<file path="config.mk">
export PLATFORM = sky130hd
export DESIGN_NAME = ppm_port_pad_mode_control
export DESIGN_NICKNAME = d
export VERILOG_FILES = /design/src/verilog/ppm_pkg.sv /design/src/verilog/ppm_pad_ctrl.sv /design/src/verilog/ppm_port_pad_mode_control.sv
export SDC_FILE = /design/constraint.sdc
export NUM_CORES = 1
export LEC_CHECK = 0
export ABC_AREA = 1
export BUFFER_PORTS_ARGS = -buffer_cell sky130_fd_sc_hd__buf_2
export CORE_MARGIN = 3
export CORE_UTILIZATION = 25
export CTS_CLUSTER_SIZE = 40
export DETAILED_ROUTE_END_ITERATION = 16
export SYNTH_ARGS = -nofsm -noshare
export SYNTH_HDL_FRONTEND = slang
export SYNTH_SLANG_ARGS = --single-unit
</file>
<file path="constraint.sdc">
create_clock -name sys_clk -period 1.1 [get_ports sys_clk]
set_clock_uncertainty 0.15 [all_clocks]
set_input_delay 0.11 -clock sys_clk [delete_from_list [all_inputs] [get_ports sys_clk]]
set_output_delay 0.11 -clock sys_clk [all_outputs]
set_load 0.01 [all_outputs]
</file>
<file path="src/verilog/ppm_pkg.sv">
// Package for the port pad mode control block: register map and layouts
package ppm_pkg;
    // Register indices on the plain register port (word per register)
    localparam logic [3:0] ADDR_OD_PORT_TWO   = 4'h0;
    localparam logic [3:0] ADDR_OD_PORT_THREE = 4'h1;
    localparam logic [3:0] ADDR_OD_PORT_FOUR  = 4'h2;
    localparam logic [3:0] ADDR_OD_PORT_SIX   = 4'h3;
    localparam logic [3:0] ADDR_OD_PORT_SEVEN = 4'h4;
    localparam logic [3:0] ADDR_OD_PORT_EIGHT = 4'h5;
    localparam logic [3:0] ADDR_THR           = 4'h6;
    localparam logic [3:0] ADDR_SPACE         = 4'h7;
    // Port widths
    localparam int W2 = 16;
    localparam int W3 = 16;
    localparam int W4 = 8;
    localparam int W6 = 8;
    localparam int W7 = 8;
    localparam int W8 = 8;
    // First pin of each port in the packed pin vectors
    localparam int BASE_TWO   = 0;
    localparam int BASE_THREE = 16;
    localparam int BASE_FOUR  = 32;
    localparam int BASE_SIX   = 40;
    localparam int BASE_SEVEN = 48;
    localparam int BASE_EIGHT = 56;
    // Threshold register field positions
    localparam int THR_P2L = 0;
    localparam int THR_P2H = 1;
    localparam int THR_P3L = 2;
    localparam int THR_P3H = 3;
    localparam int THR_P7L = 4;
    localparam int THR_P8L = 5;
    localparam int THR_W   = 6;
    // Reset values
    localparam logic [15:0]      OD_RST  = 16'h0000;
    localparam logic [THR_W-1:0] THR_RST = 6'h00;
    // One pad's drive request and resulting driver controls
    typedef struct packed {
        logic out_val;
        logic dir_out;
        logic od_sel;
    } ppm_req_t;
    typedef struct packed {
        logic pull_up_on;
        logic pull_dn_on;
        logic oe;
    } ppm_drv_t;
endpackage

</file>
<file path="src/verilog/ppm_pad_ctrl.sv">
// One pad line: push/pull or open-drain driver decode, registered
`timescale 1ns/10ps
module ppm_pad_ctrl
(
    // Clock and reset
    input  wire logic              sys_clk,
    input  wire logic              rstn,
    // Request
    input  wire ppm_pkg::ppm_req_t req,
    // Driver controls
    output ppm_pkg::ppm_drv_t      drv
);
    ppm_pkg::ppm_drv_t next_drv;

    always_comb
    begin
        next_drv = '0;
        if (req.dir_out)
        begin
            if (req.od_sel)
            begin
                next_drv.pull_up_on = 1'b0;
                next_drv.pull_dn_on = ~req.out_val;
                next_drv.oe         = ~req.out_val;
            end
            else
            begin
                next_drv.pull_up_on = req.out_val;
                next_drv.pull_dn_on = ~req.out_val;
                next_drv.oe         = 1'b1;
            end
        end
    end

    always_ff @(posedge sys_clk or negedge rstn)
    begin
        if (!rstn)
            drv <= '0;
        else
            drv <= next_drv;
    end
endmodule

</file>
<file path="src/verilog/ppm_port_pad_mode_control.sv">
// Port pad mode control: open-drain selects and input thresholds
// Function
// - Open-drain bit 0 (reset value) gives push/pull drive both levels.
// - Open-drain bit 1 selects open-drain driver for that line.
// - In open-drain mode the pull-up transistor is always off.
// - Open-drain with latch 1 floats the pin; external pull-up gives high.
// - One independent open-drain bit per line of ports 2,3,4,6,7,8.
// - Open-drain registers sit at indices 0..5 of the plain register port.
// - Low-byte threshold bit: 0 TTL, 1 hysteresis, pins 7..0.
// - High-byte threshold bit: 0 TTL, 1 hysteresis, pins 15..8.
// - One threshold bit for ports 7 and 8, two for ports 2 and 3.
// - Direction and output mode work whatever threshold is chosen.
`timescale 1ns/10ps
module ppm_port_pad_mode_control
(
    // Clock and reset
    input  wire logic        sys_clk,
    input  wire logic        rstn,
    // Register port
    input  wire logic [3:0]  reg_addr,
    input  wire logic [15:0] reg_wdata,
    input  wire logic        reg_wr,
    input  wire logic        reg_rd,
    output logic      [15:0] reg_rdata,
    // Port latches and directions, ports 2,3,4,6,7,8 packed low to high
    input  wire logic [63:0] port_out,
    input  wire logic [63:0] port_dir,
    // Pad driver controls
    output logic      [63:0] pad_pull_up,
    output logic      [63:0] pad_pull_dn,
    output logic      [63:0] pad_oe,
    // Per-pin hysteresis select, same packing
    output logic      [63:0] pad_hyst_sel
);
    localparam int NP = 64;

    // Open-drain selects, one bit per port line
    logic [15:0]               od_port_two;
    logic [15:0]               od_port_three;
    logic [7:0]                od_port_four;
    logic [7:0]                od_port_six;
    logic [7:0]                od_port_seven;
    logic [7:0]                od_port_eight;
    // Byte-wise input threshold selects
    logic [ppm_pkg::THR_W-1:0] thr;
    logic [NP-1:0]             next_hyst;
    logic [15:0]               next_rdata;
    // Per-pin carriers into and out of the pad decoders
    ppm_pkg::ppm_req_t         pad_req [NP];
    ppm_pkg::ppm_drv_t         pad_drv [NP];

    // Write strobe aimed at one register index
    function automatic logic is_wr(input logic [3:0] a);
        is_wr = reg_wr && (reg_addr == a);
    endfunction

    // Byte-wide ports take only the low write byte
    function automatic logic [7:0] low_byte(input logic [15:0] w);
        low_byte = w[7:0];
    endfunction

    // One threshold select spread over the eight pins of its byte
    function automatic logic [7:0] byte_fill(input logic sel);
        byte_fill = {8{sel}};
    endfunction

    // Byte-wide registers read back with a zero upper byte
    function automatic logic [15:0] zext8(input logic [7:0] v);
        zext8 = {8'h00, v};
    endfunction

    // One pin's latch, direction and mode bundled for its decoder
    function automatic ppm_pkg::ppm_req_t make_req(input logic out_val,
                                                   input logic dir_out,
                                                   input logic od_sel);
        make_req         = '0;
        make_req.out_val = out_val;
        make_req.dir_out = dir_out;
        make_req.od_sel  = od_sel;
    endfunction

    // Open-drain selects share the plain register map with the threshold

    // Port two: sixteen independent line selects
    always_ff @(posedge sys_clk or negedge rstn)
    begin
        if (!rstn)
        begin
            od_port_two <= ppm_pkg::OD_RST;
        end
        else if (is_wr(ppm_pkg::ADDR_OD_PORT_TWO))
        begin
            od_port_two <= reg_wdata;
        end
    end

    // Port three: sixteen independent line selects
    always_ff @(posedge sys_clk or negedge rstn)
    begin
        if (!rstn)
        begin
            od_port_three <= ppm_pkg::OD_RST;
        end
        else if (is_wr(ppm_pkg::ADDR_OD_PORT_THREE))
        begin
            od_port_three <= reg_wdata;
        end
    end

    // Port four: upper write byte is ignored
    always_ff @(posedge sys_clk or negedge rstn)
    begin
        if (!rstn)
        begin
            od_port_four <= ppm_pkg::OD_RST[7:0];
        end
        else if (is_wr(ppm_pkg::ADDR_OD_PORT_FOUR))
        begin
            od_port_four <= low_byte(reg_wdata);
        end
    end

    // Port six: upper write byte is ignored
    always_ff @(posedge sys_clk or negedge rstn)
    begin
        if (!rstn)
        begin
            od_port_six <= ppm_pkg::OD_RST[7:0];
        end
        else if (is_wr(ppm_pkg::ADDR_OD_PORT_SIX))
        begin
            od_port_six <= low_byte(reg_wdata);
        end
    end

    // Port seven: upper write byte is ignored
    always_ff @(posedge sys_clk or negedge rstn)
    begin
        if (!rstn)
        begin
            od_port_seven <= ppm_pkg::OD_RST[7:0];
        end
        else if (is_wr(ppm_pkg::ADDR_OD_PORT_SEVEN))
        begin
            od_port_seven <= low_byte(reg_wdata);
        end
    end

    // Port eight: upper write byte is ignored
    always_ff @(posedge sys_clk or negedge rstn)
    begin
        if (!rstn)
        begin
            od_port_eight <= ppm_pkg::OD_RST[7:0];
        end
        else if (is_wr(ppm_pkg::ADDR_OD_PORT_EIGHT))
        begin
            od_port_eight <= low_byte(reg_wdata);
        end
    end

    // Threshold selects come out of reset at TTL levels
    always_ff @(posedge sys_clk or negedge rstn)
    begin
        if (!rstn)
        begin
            thr <= ppm_pkg::THR_RST;
        end
        else if (is_wr(ppm_pkg::ADDR_THR))
        begin
            thr <= reg_wdata[ppm_pkg::THR_W-1:0];
        end
    end

    // Byte selects fan out to pins; ports four and six stay TTL
    always_comb
    begin
        next_hyst = '0;
        // Ports two and three have one select per byte
        next_hyst[ppm_pkg::BASE_TWO +: 8] =
            byte_fill(thr[ppm_pkg::THR_P2L]);
        next_hyst[ppm_pkg::BASE_TWO + 8 +: 8] =
            byte_fill(thr[ppm_pkg::THR_P2H]);
        next_hyst[ppm_pkg::BASE_THREE +: 8] =
            byte_fill(thr[ppm_pkg::THR_P3L]);
        next_hyst[ppm_pkg::BASE_THREE + 8 +: 8] =
            byte_fill(thr[ppm_pkg::THR_P3H]);
        // Ports seven and eight have a single select each
        next_hyst[ppm_pkg::BASE_SEVEN +: 8] =
            byte_fill(thr[ppm_pkg::THR_P7L]);
        next_hyst[ppm_pkg::BASE_EIGHT +: 8] =
            byte_fill(thr[ppm_pkg::THR_P8L]);
    end

    always_ff @(posedge sys_clk or negedge rstn)
    begin
        if (!rstn)
        begin
            pad_hyst_sel <= '0;
        end
        else
        begin
            pad_hyst_sel <= next_hyst;
        end
    end

    // Decoders never see the thresholds, so every mode stays free
    always_comb
    begin
        pad_req = '{default: '0};
        // Port two
        for (int p = 0; p < ppm_pkg::W2; p++)
        begin
            pad_req[ppm_pkg::BASE_TWO + p] =
                make_req(port_out[ppm_pkg::BASE_TWO + p],
                         port_dir[ppm_pkg::BASE_TWO + p],
                         od_port_two[p]);
        end
        // Port three
        for (int p = 0; p < ppm_pkg::W3; p++)
        begin
            pad_req[ppm_pkg::BASE_THREE + p] =
                make_req(port_out[ppm_pkg::BASE_THREE + p],
                         port_dir[ppm_pkg::BASE_THREE + p],
                         od_port_three[p]);
        end
        // Port four
        for (int p = 0; p < ppm_pkg::W4; p++)
        begin
            pad_req[ppm_pkg::BASE_FOUR + p] =
                make_req(port_out[ppm_pkg::BASE_FOUR + p],
                         port_dir[ppm_pkg::BASE_FOUR + p],
                         od_port_four[p]);
        end
        // Port six
        for (int p = 0; p < ppm_pkg::W6; p++)
        begin
            pad_req[ppm_pkg::BASE_SIX + p] =
                make_req(port_out[ppm_pkg::BASE_SIX + p],
                         port_dir[ppm_pkg::BASE_SIX + p],
                         od_port_six[p]);
        end
        // Port seven
        for (int p = 0; p < ppm_pkg::W7; p++)
        begin
            pad_req[ppm_pkg::BASE_SEVEN + p] =
                make_req(port_out[ppm_pkg::BASE_SEVEN + p],
                         port_dir[ppm_pkg::BASE_SEVEN + p],
                         od_port_seven[p]);
        end
        // Port eight
        for (int p = 0; p < ppm_pkg::W8; p++)
        begin
            pad_req[ppm_pkg::BASE_EIGHT + p] =
                make_req(port_out[ppm_pkg::BASE_EIGHT + p],
                         port_dir[ppm_pkg::BASE_EIGHT + p],
                         od_port_eight[p]);
        end
    end

    // A registered decoder per pin keeps pad controls glitch free
    genvar i;
    generate
        for (i = 0; i < NP; i++)
        begin : g_pad
            ppm_pad_ctrl u_pad
            (
                .sys_clk (sys_clk),
                .rstn    (rstn),
                .req     (pad_req[i]),
                .drv     (pad_drv[i])
            );
            assign pad_pull_up[i] = pad_drv[i].pull_up_on;
            assign pad_pull_dn[i] = pad_drv[i].pull_dn_on;
            assign pad_oe[i]      = pad_drv[i].oe;
        end
    endgenerate

    // Unmapped indices read as zero
    always_comb
    begin
        next_rdata = 16'h0000;
        case (reg_addr)
            ppm_pkg::ADDR_OD_PORT_TWO:   next_rdata = od_port_two;
            ppm_pkg::ADDR_OD_PORT_THREE: next_rdata = od_port_three;
            ppm_pkg::ADDR_OD_PORT_FOUR:  next_rdata = zext8(od_port_four);
            ppm_pkg::ADDR_OD_PORT_SIX:   next_rdata = zext8(od_port_six);
            ppm_pkg::ADDR_OD_PORT_SEVEN: next_rdata = zext8(od_port_seven);
            ppm_pkg::ADDR_OD_PORT_EIGHT: next_rdata = zext8(od_port_eight);
            ppm_pkg::ADDR_THR:           next_rdata = {10'h000, thr};
            default:                     next_rdata = 16'h0000;
        endcase
    end

    // Read data clear in any cycle without reg_rd, so stale words never linger
    always_ff @(posedge sys_clk or negedge rstn)
    begin
        if (!rstn)
        begin
            reg_rdata <= 16'h0000;
        end
        else if (reg_rd)
        begin
            reg_rdata <= next_rdata;
        end
        else
        begin
            reg_rdata <= 16'h0000;
        end
    end
endmodule

</file>
== Yosys cells after proc, flatten, opt, wreduce, memory -nomap -nowiden ==
Cells that the tools add are included.
Operators by class
  equality and inequality tests: 6
  multiplexer cells: 130
  bitwise gates (word level): 64
  reduce and logical (&&, ||, !) cells: 8
Operators by type and width (count)
  $mux W3: 128
  $pmux W16 S7: 1
  $not A1 Y1: 64
  $mux W16: 1
  $eq A4 B3 Y1 const B: 3
  $eq A4 B2 Y1 const B: 2
  $logic_and A1 B1 Y1: 7
  $eq A4 B1 Y1 const B: 1
  $logic_not A4 Y1: 1
Word-level totals
  flip-flop bits (word level): 319
  input bits: 152
  output and inout port bits: 272
  word-level logic and storage cells: 409

== Longest topological paths before layout ==
  word-level depth: 3
  gate-level depth with buffers: 8
  mapped depth without buffers: 7

== Hierarchy ==
From an unflattened synthesis, not the netlist that was laid out.
Second synthesis, totals
  cell total of the unflattened synthesis: 1057
  area, all modules: 10725.3 sq um
By module, submodules not included
  ppm_pad_ctrl: instances 64, cells an instance 9, area each 98.8 sq um, sequential area each 75.1 sq um
  ppm_port_pad_mode_control: instances 1, cells an instance 481, area each 4399.2 sq um, sequential area each 2302.2 sq um

== Worst setup path after synthesis ==
Ideal clock, no wire load.
  path kind: input to register
  start point: input port reg_addr[1]
  end point: register od_port_seven[5]
  library setup time: 0.119 ns
  data arrival time: 0.881 ns
  data required time: 0.831 ns
  path slack: -0.050 ns
  cell stages on the path: 6
  buffers on the path: 1
  cell sequence: nor2_2 -> nand2_1 -> nor2_4 -> buf_4 -> nand2_1 -> o21a_1
On the way
  cells in the longest elaborated chain, start to end: 2
RTL lines
  start, declared: RTL line ppm_port_pad_mode_control.sv:20  | input wire logic [3:0] reg_addr,
  $eq A4 B3 Y1: RTL line ppm_port_pad_mode_control.sv:54  | is_wr = reg_wr && (reg_addr == a);
  $logic_and A1 B1 Y1: RTL line ppm_port_pad_mode_control.sv:54
  end signal, assigned: RTL line ppm_port_pad_mode_control.sv:141  | od_port_seven <= ppm_pkg::OD_RST[7:0];
  end signal, assigned: RTL line ppm_port_pad_mode_control.sv:145  | od_port_seven <= low_byte(reg_wdata);
  end, declared: RTL line ppm_port_pad_mode_control.sv:42  | logic [7:0] od_port_seven;
Every way passes these cells.
A chain may end at the register's enable or synchronous reset.

== Final worst setup path ==
  start point: register, netlist name pad_hyst_sel[56]
  end point: output port pad_hyst_sel[58]
RTL lines
  end, declared: RTL line ppm_port_pad_mode_control.sv:33  | output logic [63:0] pad_hyst_sel
No word-level cell between the ends.

==> results.ini <==
[power_and_ir_drop]
p_leak_nw = 8.85
power_density_nw_per_um2 = 1720
ir_worst_vdd_mv = 1.14

[routing]
ant_nets = 0
drc = 0
wire_per_inst_um = 17.1
dr.pass1.iters = 5
dr.first_iter.drc_count = 465
vias = 9094
wirelength_um = 36900
viasPerCell = 4.20

[cells_and_area]
drive_gt1_share_pct = 36.2
nets = 1758
area.growth.synth_to_final_pct = 65.5
final_area_um2 = 17300
final_core_util_pct = 42.1

[floorplan]
ios = 424
die_h_um = 210
die_w_um = 210
core_um2 = 41000
start_util_pct = 25.5
die_area_um2 = 44200
rows = 74

[critical_path]
path_buf_inv = 2
slowest_delay_ns = 0.39
crit_type = reg -> out
cp_data_required_time_ns = 0.84
cp_top_family = flip-flops
crit_slowest_cell = dfrtp_1
crit_arrival_ns = 1.18
r2r_slack_ns = 0.04
reg2reg_depth = 2
cp-start-kind = flip-flop
critPathMaxFanout = 8
end_kind = output pin
cp_cell_sequence = buf_12 -> buf_6
critical_path_depth = 2

[place]
globalplace.congestion = 0.850
hpwlAfterDp_um = 26400
pre_cts_ws_ns = -0.270
port_buffers = 407
placedInstanceArea_um2 = 13500

[cts]
clk_pin_slew_ns = 0.06
cts_tree = built
root_buffer = clkbuf_16
cts.sinks = 284
htreeDepth = 2
clk_path_buf_depth = 3
cts-buffers-inserted = 35
worstSkewPairLatency_ns = 0.52

[grt]
antenna_found_initial = 5
gr-total-overflow = 0
grt_max_degree = 57
grt_usage_pct = 16.3
grt_pass1_vias = 9709
grt_pass1_wl_um = 55200

[synth]
async_reset_ff_share_pct = 100
avgSynthCellArea_um2 = 10.9
yosys.cell_types.count = 24
syn-cell-area_um2 = 10400
synthCells = 961
synth_top_cell_by_area = dfrtp_1
yosys_warnings = 0
yosysSeqAreaShare_pct = 68.1
synthDominantCellAreaShare_pct = 68.1
ys.flop_type = dfrtp_1
synth_area_leaders = dfrtp_1 68%, nand2_1 5.0%, buf_4 4.7%
synth-edff-count = 0
ys_ff_latch = 284

[status]
violations = negative hold slack, negative setup slack
status = complete, but fails checks

[sta]
max_freq_ghz = 0.693
finalCritPeriodShare_pct = 131
finalSetupViolations = 258
fin_crit_ns = 1.44
tns_ns = -53.22
hold_viol_final = 25
rsz0062_at_grt = true
hold_slack_ns = -0.121
fin_ws_ns = -0.343
slew_viol_final = 0

[min_path]
worst_hold_path_type = in -> async

[flow_run]
cap_violations = 0

==> report_power, final <==
group / leakage [nW] / internal, mW / switching, mW / total [mW]
clock: 0.568 / 6.90 / 4.54 / 11.4
sequential: 3.58 / 11.6 / 0.992 / 12.6
combinational: 4.70 / 3.07 / 2.64 / 5.71
total: 8.85 / 21.6 / 8.17 / 29.8
==> logic make-up (layout without fill, tap and decap cells) <==
logic type             count (synthesis)  count (layout)  share of synthesized area, %
and+or+nand+nor                      354             354                          15.3
DFF                                  284             284                          68.1
buffers and inverters                174             828                          9.00
AOI/OAI and AO/OA                    148             148                          7.62
other                                  1              19                        0.0359
==> synthesized netlist by cell type, types with 2 or more instances <==
library cell    n
buf_6           4
nand3_2         2
nand2_4         2
nor2_1        116
nor2_2          4
a21oi_1        78
o21a_1         22
o21ai_0        17
dfrtp_1       284
inv_1          91
nand2_1       138
buf_4          65
nor3b_1        34
inv_2           2
o21ai_1        31
nor2_4          4
buf_2           9
nand3_1        52
==> final timing paths <==
check / startpoint / endpoint
min: rstn / od_port_three[2]
min reg2reg: thr[3] / pad_hyst_sel[31]
max reg2reg: od_port_four[4] / g_pad[36].u_pad.drv[2]
max: pad_hyst_sel[56] / pad_hyst_sel[58]
min in group sys_clk: reg_wr / od_port_seven[7]
max in group asynchronous: rstn / g_pad[23].u_pad.drv[0]
==> cells in the final DEF, fill, tap and decap left out, drive strengths merged <==
master       count
clkinvlp         1
and3             1
dlygate4sd3    177
buf            495
diode            3
nor2           124
clkbuf          46
nand2          141
a21oi           78
o21a            22
nor3b           34
clkinv          11
o21ai           48
conb            16
inv             96
bufinv           2
dfrtp          284
nand3           54
==> metrics by stage <==
stage	std cells	power, mW
2_1_floorplan	976	14.6
3_3_place_gp	1921	17.1
3_5_place_dp	1921	17.2
4_1_cts	2170	30.0
5_1_grt	2164	31.2
6_report	2165	29.8
==> layer usage <==
layer	GRT usage, %	wire, um
met5	0	27
met4	7.67	1600
met3	3.82	2250
met2	28.1	18100
met1	19.4	14900
==> sequential cells by signal, summed over array words and instances (netlist names) <==
signal	flops
g_pad.u_pad.drv	192
od_port_three	16
od_port_two	16
reg_rdata	16
od_port_eight	8
od_port_four	8
od_port_seven	8
od_port_six	8
pad_hyst_sel	6
thr	6
==> cell type report <==
type / count / area [um^2]
fill: 3798 / 23700
sequential: 284 / 7120
timing repair buffer: 672 / 5500
multi-input combinational: 518 / 2480
clock buffer: 46 / 1000
tap: 532 / 666
inverter: 95 / 358
clock inverter: 15 / 143
antenna: 3 / 7.51
==> repair_timing <==
item	CTS	global route
hold endpoints to repair	562	84
endpoints found under the setup margin	256	300
resized for setup	115	53
cloned	0	0
setup buffers	0	4
hold buffers	188	39
pin swaps	0	2
No activity file was read; power rests on OpenSTA's default activity.
